## src/odmpc_pkg.sv

```systemverilog
/*
 package for the output driver mode and power-on control block:
 register offsets, field positions, reset values and carrier types.
 assumes an apb slave with 32-bit data, one aligned word per register.
*/
package odmpc_pkg;
    localparam logic [11:0] ODMPC_CTRL_OFS   = 12'h000;
    localparam logic [11:0] ODMPC_STATUS_OFS = 12'h004;
    localparam logic [31:0] ODMPC_CTRL_RST   = 32'h0000_0000;
    // control register fields
    localparam int ODMPC_RANGE_LSB              = 0;
    localparam int ODMPC_RSET_BIT               = 4;
    localparam int ODMPC_CLEAR_VALUE_SELECT_BIT = 5;
    localparam int ODMPC_OUTPUT_ENABLE_BIT      = 6;
    localparam int ODMPC_CLEAR_BIT              = 7;
    localparam int ODMPC_RESET_BIT              = 8;
    // status register fields
    localparam int ODMPC_ST_HWMODE  = 0;
    localparam int ODMPC_ST_VEN     = 1;
    localparam int ODMPC_ST_IEN     = 2;
    localparam int ODMPC_ST_VZERO   = 3;
    localparam int ODMPC_ST_CLRACT  = 4;
    localparam int ODMPC_ST_BADRNG  = 5;
    localparam int ODMPC_ST_SAMPLED = 6;
    localparam int ODMPC_ST_RANGE   = 8;

    typedef struct packed {
        logic [3:0] range;
        logic       rset;
        logic       clear_value_select;
        logic       output_enable;
        logic       soft_clear;
    } odmpc_ctrl_type;

    typedef struct packed {
        logic       voltage_enable;
        logic       current_enable;
        logic       voltage_zero;
        logic       clear_active;
        logic       bipolar;
        logic [3:0] range;
    } odmpc_out_type;
endpackage

```

## src/odmpc_top.sv

```systemverilog
/*
 output driver mode and power-on control: apb register slave, mode
 sampling at power-up, range decode and output channel enables.
 assumes pins are asynchronous to pclk; analog path lies outside.
*/
// Design decisions made here: register access over APB and the address map.
`timescale 1ns/1ps
module odmpc_top (
    input  wire logic                  pclk,
    input  wire logic                  presetn,
    input  wire logic                  psel,
    input  wire logic                  penable,
    input  wire logic                  pwrite,
    input  wire logic [11:0]           paddr,
    input  wire logic [31:0]           pwdata,
    output logic      [31:0]           prdata,
    output logic                       pready,
    output logic                       pslverr,
    input  wire logic                  interface_mode_select,
    input  wire logic                  clear_pin,
    input  wire logic                  reset_pin_n,
    input  wire logic                  output_enable_pin,
    input  wire logic                  clear_value_select_pin,
    input  wire logic [3:0]            range_strap,
    input  wire logic                  rset_strap,
    output odmpc_pkg::odmpc_out_type   out_ctl
);
    typedef enum logic [1:0] {
        ODMPC_ST_WAIT = 2'b00,
        ODMPC_ST_FILL = 2'b01,
        ODMPC_ST_SYNC = 2'b11,
        ODMPC_ST_RUN  = 2'b10
    } odmpc_phase_type;

    typedef struct packed {
        logic [1:0]                 hw_s;
        logic [1:0]                 clr_s;
        logic [1:0]                 rst_s;
        logic [1:0]                 oen_s;
        logic [1:0]                 csel_s;
        logic [9:0]                 strap_s;
        odmpc_phase_type            phase;
        logic                       hw_mode;
        logic                       clr_at_pu;
        odmpc_pkg::odmpc_ctrl_type  ctrl;
        odmpc_pkg::odmpc_out_type   outs;
        logic [31:0]                rdata;
    } odmpc_state_type;

    odmpc_state_type s_q;
    odmpc_state_type s_d;

    // valid range codes: five current then four voltage
    function automatic logic range_valid(input logic [3:0] r);
        range_valid = (r <= 4'h8);
    endfunction
    function automatic logic range_is_voltage(input logic [3:0] r);
        range_is_voltage = (r >= 4'h5) && (r <= 4'h8);
    endfunction
    function automatic logic range_is_bipolar(input logic [3:0] r);
        range_is_bipolar = (r == 4'h3) || (r == 4'h4) ||
                           (r == 4'h7) || (r == 4'h8);
    endfunction

    logic        wr_ctrl;
    logic        rd_hit;
    logic        hw_lvl;
    logic        clr_lvl;
    logic        rst_lvl_n;
    logic [3:0]  eff_range;
    logic        eff_en;
    logic        eff_clear_value_select;
    logic        clr_now;

    assign hw_lvl    = s_q.hw_s[1];
    assign clr_lvl   = s_q.clr_s[1] | s_q.ctrl.soft_clear;
    assign rst_lvl_n = s_q.rst_s[1];
    assign wr_ctrl   = psel && penable && pwrite &&
                       (paddr == odmpc_pkg::ODMPC_CTRL_OFS);
    assign rd_hit    = (paddr == odmpc_pkg::ODMPC_CTRL_OFS) ||
                       (paddr == odmpc_pkg::ODMPC_STATUS_OFS);

    // hardware mode takes straps, software mode takes the register
    assign eff_range  = s_q.hw_mode ? s_q.strap_s[9:6]
                                    : s_q.ctrl.range;
    assign eff_en     = s_q.hw_mode ? s_q.oen_s[1]
                                    : s_q.ctrl.output_enable;
    assign eff_clear_value_select = s_q.hw_mode ? s_q.csel_s[1]
                                    : s_q.ctrl.clear_value_select;
    assign clr_now    = clr_lvl;

    always_comb begin
        s_d = s_q;
        // two-stage synchronisers, first stage read only by second
        s_d.hw_s    = {s_q.hw_s[0], interface_mode_select};
        s_d.clr_s   = {s_q.clr_s[0], clear_pin};
        s_d.rst_s   = {s_q.rst_s[0], reset_pin_n};
        s_d.oen_s   = {s_q.oen_s[0], output_enable_pin};
        s_d.csel_s  = {s_q.csel_s[0], clear_value_select_pin};
        s_d.strap_s = {s_q.strap_s[4:0], range_strap, rset_strap};

        case (s_q.phase)
            ODMPC_ST_WAIT: begin
                s_d.phase = ODMPC_ST_FILL;
            end
            ODMPC_ST_FILL: begin
                // second stage still holds the reset zero here
                s_d.phase = ODMPC_ST_SYNC;
            end
            ODMPC_ST_SYNC: begin
                // mode and clear caught once synchronisers are full
                s_d.hw_mode   = hw_lvl;
                s_d.clr_at_pu = s_q.clr_s[1];
                s_d.phase     = ODMPC_ST_RUN;
            end
            ODMPC_ST_RUN: begin
                if (!s_q.hw_mode) begin
                    if (wr_ctrl) begin
                        // enable and range arrive in one write
                        s_d.ctrl.range = pwdata[odmpc_pkg::ODMPC_RANGE_LSB
                                               +: 4];
                        s_d.ctrl.rset  =
                            pwdata[odmpc_pkg::ODMPC_RSET_BIT];
                        s_d.ctrl.clear_value_select =
                            pwdata[odmpc_pkg::ODMPC_CLEAR_VALUE_SELECT_BIT];
                        s_d.ctrl.output_enable =
                            pwdata[odmpc_pkg::ODMPC_OUTPUT_ENABLE_BIT];
                        s_d.ctrl.soft_clear =
                            pwdata[odmpc_pkg::ODMPC_CLEAR_BIT];
                        // leaving power-up state drops the 0 V hold
                        if (pwdata[odmpc_pkg::ODMPC_OUTPUT_ENABLE_BIT]) begin
                            s_d.clr_at_pu = 1'b0;
                        end
                    end
                    // reset bit self-clears, reset pin is a level
                    if ((wr_ctrl && pwdata[odmpc_pkg::ODMPC_RESET_BIT])
                        || !rst_lvl_n) begin
                        s_d.ctrl      = odmpc_pkg::odmpc_ctrl_type'(
                                        odmpc_pkg::ODMPC_CTRL_RST[7:0]);
                        s_d.clr_at_pu = s_q.clr_s[1];
                    end
                end
            end
            default: begin
                s_d.phase = ODMPC_ST_WAIT;
            end
        endcase

        // output channel decode
        s_d.outs = '0;
        s_d.outs.range   = eff_range;
        s_d.outs.bipolar = range_is_bipolar(eff_range);
        if (s_q.phase != ODMPC_ST_RUN) begin
            s_d.outs = '0;
        end else if (eff_en && range_valid(eff_range)) begin
            // exactly one channel from the range class
            s_d.outs.voltage_enable = range_is_voltage(eff_range);
            s_d.outs.current_enable = !range_is_voltage(eff_range);
            s_d.outs.clear_active   = clr_now;
            s_d.outs.voltage_zero   = clr_now && !eff_clear_value_select &&
                                      range_is_voltage(eff_range);
        end else if (!s_q.hw_mode && s_q.clr_at_pu) begin
            // powered up with clear high: hold 0 V on voltage pin
            s_d.outs.voltage_enable = 1'b1;
            s_d.outs.voltage_zero   = 1'b1;
            s_d.outs.current_enable = 1'b0;
        end else begin
            s_d.outs.voltage_enable = 1'b0;
            s_d.outs.current_enable = 1'b0;
        end

        // read data registered in setup so access phase has it
        s_d.rdata = '0;
        if (psel && !penable && !pwrite) begin
            if (paddr == odmpc_pkg::ODMPC_CTRL_OFS) begin
                s_d.rdata[odmpc_pkg::ODMPC_RANGE_LSB +: 4] = s_q.ctrl.range;
                s_d.rdata[odmpc_pkg::ODMPC_RSET_BIT]   = s_q.ctrl.rset;
                s_d.rdata[odmpc_pkg::ODMPC_CLEAR_VALUE_SELECT_BIT] =
                    s_q.ctrl.clear_value_select;
                s_d.rdata[odmpc_pkg::ODMPC_OUTPUT_ENABLE_BIT] =
                    s_q.ctrl.output_enable;
                s_d.rdata[odmpc_pkg::ODMPC_CLEAR_BIT]  =
                    s_q.ctrl.soft_clear;
            end else if (paddr == odmpc_pkg::ODMPC_STATUS_OFS) begin
                s_d.rdata[odmpc_pkg::ODMPC_ST_HWMODE] = s_q.hw_mode;
                s_d.rdata[odmpc_pkg::ODMPC_ST_VEN] =
                    s_q.outs.voltage_enable;
                s_d.rdata[odmpc_pkg::ODMPC_ST_IEN] =
                    s_q.outs.current_enable;
                s_d.rdata[odmpc_pkg::ODMPC_ST_VZERO] =
                    s_q.outs.voltage_zero;
                s_d.rdata[odmpc_pkg::ODMPC_ST_CLRACT] =
                    s_q.outs.clear_active;
                s_d.rdata[odmpc_pkg::ODMPC_ST_BADRNG] =
                    !range_valid(eff_range);
                s_d.rdata[odmpc_pkg::ODMPC_ST_SAMPLED] =
                    (s_q.phase == ODMPC_ST_RUN);
                s_d.rdata[odmpc_pkg::ODMPC_ST_RANGE +: 4] = eff_range;
            end
        end
    end

    // every field zero at power-on
    always_ff @(posedge pclk or negedge presetn) begin
        if (!presetn) begin
            s_q <= '0;
        end else begin
            s_q <= s_d;
        end
    end

    // no wait states: answer in the first access cycle
    assign pready  = 1'b1;
    assign pslverr = psel && penable && !rd_hit;
    assign prdata  = s_q.rdata;
    assign out_ctl = s_q.outs;
endmodule

```

## config.mk

```make
export PLATFORM = sky130hd
export DESIGN_NAME = odmpc_top
export DESIGN_NICKNAME = d
export VERILOG_FILES = /design/src/odmpc_pkg.sv /design/src/odmpc_top.sv
export SDC_FILE = /design/constraint.sdc
export NUM_CORES = 1
export LEC_CHECK = 0
export ABC_AREA = 0
export BUFFER_PORTS_ARGS = -buffer_cell sky130_fd_sc_hd__buf_2
export CAP_MARGIN = 20
export CORE_UTILIZATION = 40
export DETAILED_ROUTE_END_ITERATION = 10
export GPL_ROUTABILITY_DRIVEN = 0
export PLACE_DENSITY_LB_ADDON = 0.25
export SLEW_MARGIN = 20
export SYNTH_ARGS = -nofsm -noshare
export SYNTH_HDL_FRONTEND = slang
export SYNTH_SLANG_ARGS = --single-unit
```

## constraint.sdc

```tcl
create_clock -name pclk -period 2.2 [get_ports pclk]
set_input_delay 0.22 -clock pclk [delete_from_list [all_inputs] [get_ports pclk]]
set_output_delay 0.22 -clock pclk [all_outputs]
set_load 0.01 [all_outputs]
```

======== After elaboration in Yosys (flattened, before gate mapping) ========
Cells that the tools add are included.
operators by class
  equality and inequality tests ........... 12
  $lt $le $gt $ge ......................... 2
  bitwise operators ....................... 2
  reduce and logical (&&, ||, !) cells .... 32
  mux-type cells .......................... 21
operator list
  operator                                                               count
  9-bit 2-to-1 mux                                                       3
  4-bit 2-to-1 mux                                                       4
  7-bit 2-to-1 mux                                                       2
  12-bit by 3-bit == test with 1-bit output, second input constant       1
  1-bit logical AND                                                      12
  12-bit logical NOT                                                     1
  12-bit 2-to-1 mux                                                      1
  4-bit by 3-bit == test with 1-bit output, second input constant        2
  1-bit logical NOT                                                      8
  1-bit 2-to-1 mux                                                       6
  3-bit inequality test, second input constant                           2
  2-bit case mux with 3 select lines                                     1
  1-bit logical OR                                                       5
  5-bit 2-to-1 mux                                                       1
  2-bit == test, second input constant                                   2
  4-bit by 2-bit == test with 1-bit output, second input constant        1
  4-bit == test, second input constant                                   1
  4-bit by 3-bit >= comparator with 1-bit output, second input constant  1
  4-bit less-or-equal comparator, second input constant                  1
  2-bit inequality test, second input constant                           2
  4-bit AND reduction                                                    1
  2-bit nonzero test                                                     2
  3-bit 2-to-1 mux                                                       1
  3-bit AND reduction                                                    1
  7 further kinds                                                        7
storage, ports and cells
  output and inout port bits .............. 43
  register bits after elaboration ......... 53
  input port bits ......................... 59

======== Logic depth before layout (Yosys ltp) ========
  depth after elaboration ................. 8
  depth in mapped cells ................... 6

======== Worst setup path after synthesis ========
No wires, ideal clock.
  path type ............................... in2reg
  start ................................... input port paddr[1]
  end ..................................... register s_q[49] (netlist name)
  buffers on the path ..................... 1
  stages on the path ...................... 6
  path slack .............................. 0.587 ns
  data required time ...................... 2.072 ns
  data arrival time ....................... 1.485 ns
  path through ............................ nor4_4 > nand4_1 > and2_1 > buf_6 > a211oi_2 > mux2_1
between the ends
  word-level cells in the longest chain between the ends .. 7
ends and longest elaborated chain
  what                                RTL line          RTL
  start: declaration                  odmpc_top.sv:14   input wire logic [11:0] paddr,
  12-bit logical NOT *                odmpc_top.sv:79   (paddr == odmpc_pkg::ODMPC_CTRL_OFS);
  1-bit logical AND *                 odmpc_top.sv:78   assign wr_ctrl = psel && penable && pwrite &&
  1-bit logical AND                   odmpc_top.sv:136  if ((wr_ctrl && pwdata[odmpc_pkg::ODMPC_RESET_BIT])
  1-bit logical OR                    odmpc_top.sv:137  || !rst_lvl_n) begin
  9-bit 2-to-1 mux                    odmpc_top.sv:136
  9-bit 2-to-1 mux                    odmpc_top.sv:117  if (!s_q.hw_mode) begin
  1-bit case mux with 2 select lines  odmpc_top.sv:102  case (s_q.phase)
  end signal: assignment              odmpc_top.sv:206  s_q <= '0;
  end signal: assignment              odmpc_top.sv:208  s_q <= s_d;
  end: declaration                    odmpc_top.sv:50   odmpc_state_type s_q;
Mark *: on every way between the ends. The rest lies on a longest branch, timed or not. The select of a mux whose other input is x is not followed.
A chain may end at the register's enable or synchronous reset.

======== Worst setup path in the final report ========
  start ................................... register s_q[50] (netlist name)
  end ..................................... register s_q[43] (netlist name)
between the ends
  word-level cells in the longest chain between the ends .. 2
ends and longest elaborated chain
  what
  1-bit inverter (no line)
  3-bit AND reduction (no line)
Every way passes these cells.

==> qor.csv <==
stage,metric,value,unit
power_and_ir_drop,PD cells,694,nW/µm²
routing,DR vias/cell,4.42,
sta,clock skew,0.0129,ns
final_layout,antenna cells,0,
routing,Routed Antenna Nets,0,
grt,gr usage total,0.129,
die,Initial Util,0.413,
clocking,CTS tree,yes,
die,total die area,5990,µm²
routing,DR WL/cell,11.0,µm
synth,Gate Count Post-Synth,209,
die,I/O pins,102,
critical_path,crit-path cells,nor4_1 -> and4_1 -> o21ai_1 -> o21ai_0,
status,status,finished clean,
synth,Synth top cells by count,"dfrtp_1, buf_4, nand2_1",
grt,global route overflow,0,
critical_path,Crit. End Element,flip-flop,
placed_design,# port buffers,56,
sta,Tightest Pin Transition,0.872,ns
synth,Main synth FF type,dfrtp_1,
routing,drt total wl,3.51,mm
critical_path,WS Path Type,flip-flop to flip-flop,
synth,"Cell Area, Synth",2270,µm²
clocking,root buf cell,clkbuf_8,
synth,Seq cells post-synth,51,
synth,synth unique cells,36,
power_and_ir_drop,maximum VDD drop,0.340,mV
sta,RSZ-0062 raised after global routing,false,
sta,fin crit period,1.68,ns
final_layout,final net count,306,
routing,1st-iter DRT viols,108,
critical_path,WP buf/inv,0,
synth,asr flop ratio synth,1.00,
power_and_ir_drop,Pleak,1.26,nW
final_layout,Final Util,0.449,
routing,via count,1415,
grt,number of global-route vias before repair,1322,
sta,TNS Setup,0,ns
critical_path,CP max stage delay,0.68,ns
clocking,Resized Gates After CTS,0,
final_layout,Area Growth Syn to Fin,8.75,%
synth,most common cell in the netlist,dfrtp_1,
critical_path,"Arr. time, crit path",1.81,ns
sta,max_slew headroom,0.415,
sta,Max Slew Vio Count,0,
critical_path,critical path's slowest cell,o21ai_1,
sta,Fin. Hold Viols,0,
critical_path,worst endpoint required time,2.34,ns
final_layout,layout cells sized above 1,0.282,
synth,Post-synth EDFFs,0,
clocking,Clock Latency Late Sink,0.30,ns
final_layout,Finished Layout Cells,320,
clocking,clock sink count,51,
flow_run,maxcap violations,0,
grt,initial antenna violation count,0,
sta,f_max,597,MHz
die,CORE AREA,5510,µm²
grt,largest net degree at the start of global routing,52,
clocking,# Post-CTS Setup Buffers,0,
clocking,Clock Pin Slew Worst Setup and Hold Paths,0.09,ns
clocking,CTS Hold Bufs,0,
clocking,CTS buffer count,5,
routing,DRC viols,0,
die,chip height,77.4,µm
synth,post-synth top area cell,dfrtp_1,
critical_path,crit path launch type,flip-flop,
die,row count,27,
clocking,CTS H-tree depth,2,
hold_path,Hold Path Class,input pin to async pin,
die,die width,77.4,µm
synth,synth top area cells,"dfrtp_1, buf_4, nand2_1, o21ai_0, nor2_1",
sta,# setup viols final,0,
placed_design,dpl cells,312,
grt,first-pass GRT wire length,5.92,mm
critical_path,peak fanout along the critical path,16,
sta,final period utilization,0.762,
critical_path,CP top delay family,compound AO/OA/AOI/OAI gates,
synth,syn_area_per_cell,10.9,µm²
clocking,Clock Path Buffers,2,
routing,Pre-antenna DRT Iters,6,
synth,top-area cell type share of the netlist area,0.561,
synth,sequential area share after synthesis,0.561,
placed_design,post-DP HPWL,2.58,mm
synth,Syn. warnings,0,
worst register-to-register path: cells and delay by family (launching register included):
| family | cells | cell delay, ns |
|---|---|---|
| AOI/OAI and AO/OA | 2 | 0.90 |
| DFF | 1 | 0.37 |
| and+or+nand+nor | 2 | 0.25 |
metrics by stage:
stage,hold WS [ns],worst slack (ns),total power [W],area [µm²]
detailed placement,0.329,0.342,0.00124,2390
global route,0.00933,0.317,0.00182,2470
CTS,0.0177,0.504,0.00174,2470
finish,0.00441,0.524,0.00172,2470
floorplan,-0.0756,0.587,0.00120,2340
global placement,0.329,0.344,0.00124,2390
registers in the layout, summed over array words and instances, names as in the netlist:
register   flops
rst_lvl_n      1
hw_lvl         1
s_q           19
out_ctl        9
s_d            9
prdata        12
power by group:
| group | internal (W) | switching [W] | total, W |
|---|---|---|---|
| clock | 0.000223 | 0.000275 | 0.000498 |
| sequential | 0.000990 | 0.0000384 | 0.00103 |
| combinational | 0.0000787 | 0.000112 | 0.000190 |
| total | 0.00129 | 0.000425 | 0.00172 |
final cells by class:
type	count	area, µm²
Sequential cell	51	1280
Tap cell	72	90.1
Multi-Input combinational cell	126	711
Clock buffer	7	76.3
Timing Repair Buffer	58	295
Clock inverter	1	5.00
Fill cell	547	3030
Inverter	5	18.8
path summary, 6_finish.rpt:
path / cells past startpoint / endpoint / slack [ns] / from
setup / recovery: 4 / s_q[43] / 0.52 / s_q[50]
hold / removal: 2 / out_ctl[1] / 0.004 / presetn
setup reg to reg: 4 / s_q[43] / 0.52 / s_q[50]
hold reg to reg: 0 / s_q[60] / 0.35 / s_d[60]
max in group asynchronous: 2 / out_ctl[6] / 1.77 / presetn
min in group pclk: 1 / s_d[68] / 0.03 / reset_pin_n
logic make-up after synthesis:
group,synth area share
muxes,0.0237
AOI/OAI and AO/OA,0.103
and+or+nand+nor,0.143
buffers and inverters,0.157
other,0.00330
DFF,0.561
xor gates and xnor gates,0.00771
per-layer routing:
layer  track usage  routed length, µm  up-vias
met5             0                  0        -
met4        0.0566                 45        0
met3        0.0365                182        5
met2         0.201               1680       38
met1         0.167               1600      654
li1              -                  -      718
placed cells by master (no fill, tap or decap), types with 3 or more instances in the layout:
| cell type | n |
|---|---|
| a211oi_1 | 3 |
| conb_1 | 21 |
| o21ai_0 | 11 |
| inv_1 | 5 |
| clkbuf_8 | 5 |
| nor2_1 | 14 |
| nor2b_1 | 4 |
| a21oi_1 | 4 |
| dfrtp_1 | 51 |
| buf_2 | 56 |
| a22o_1 | 6 |
| a31oi_1 | 3 |
| nor3_1 | 5 |
| nand2_1 | 27 |
(Power assumes the default switching activity.)
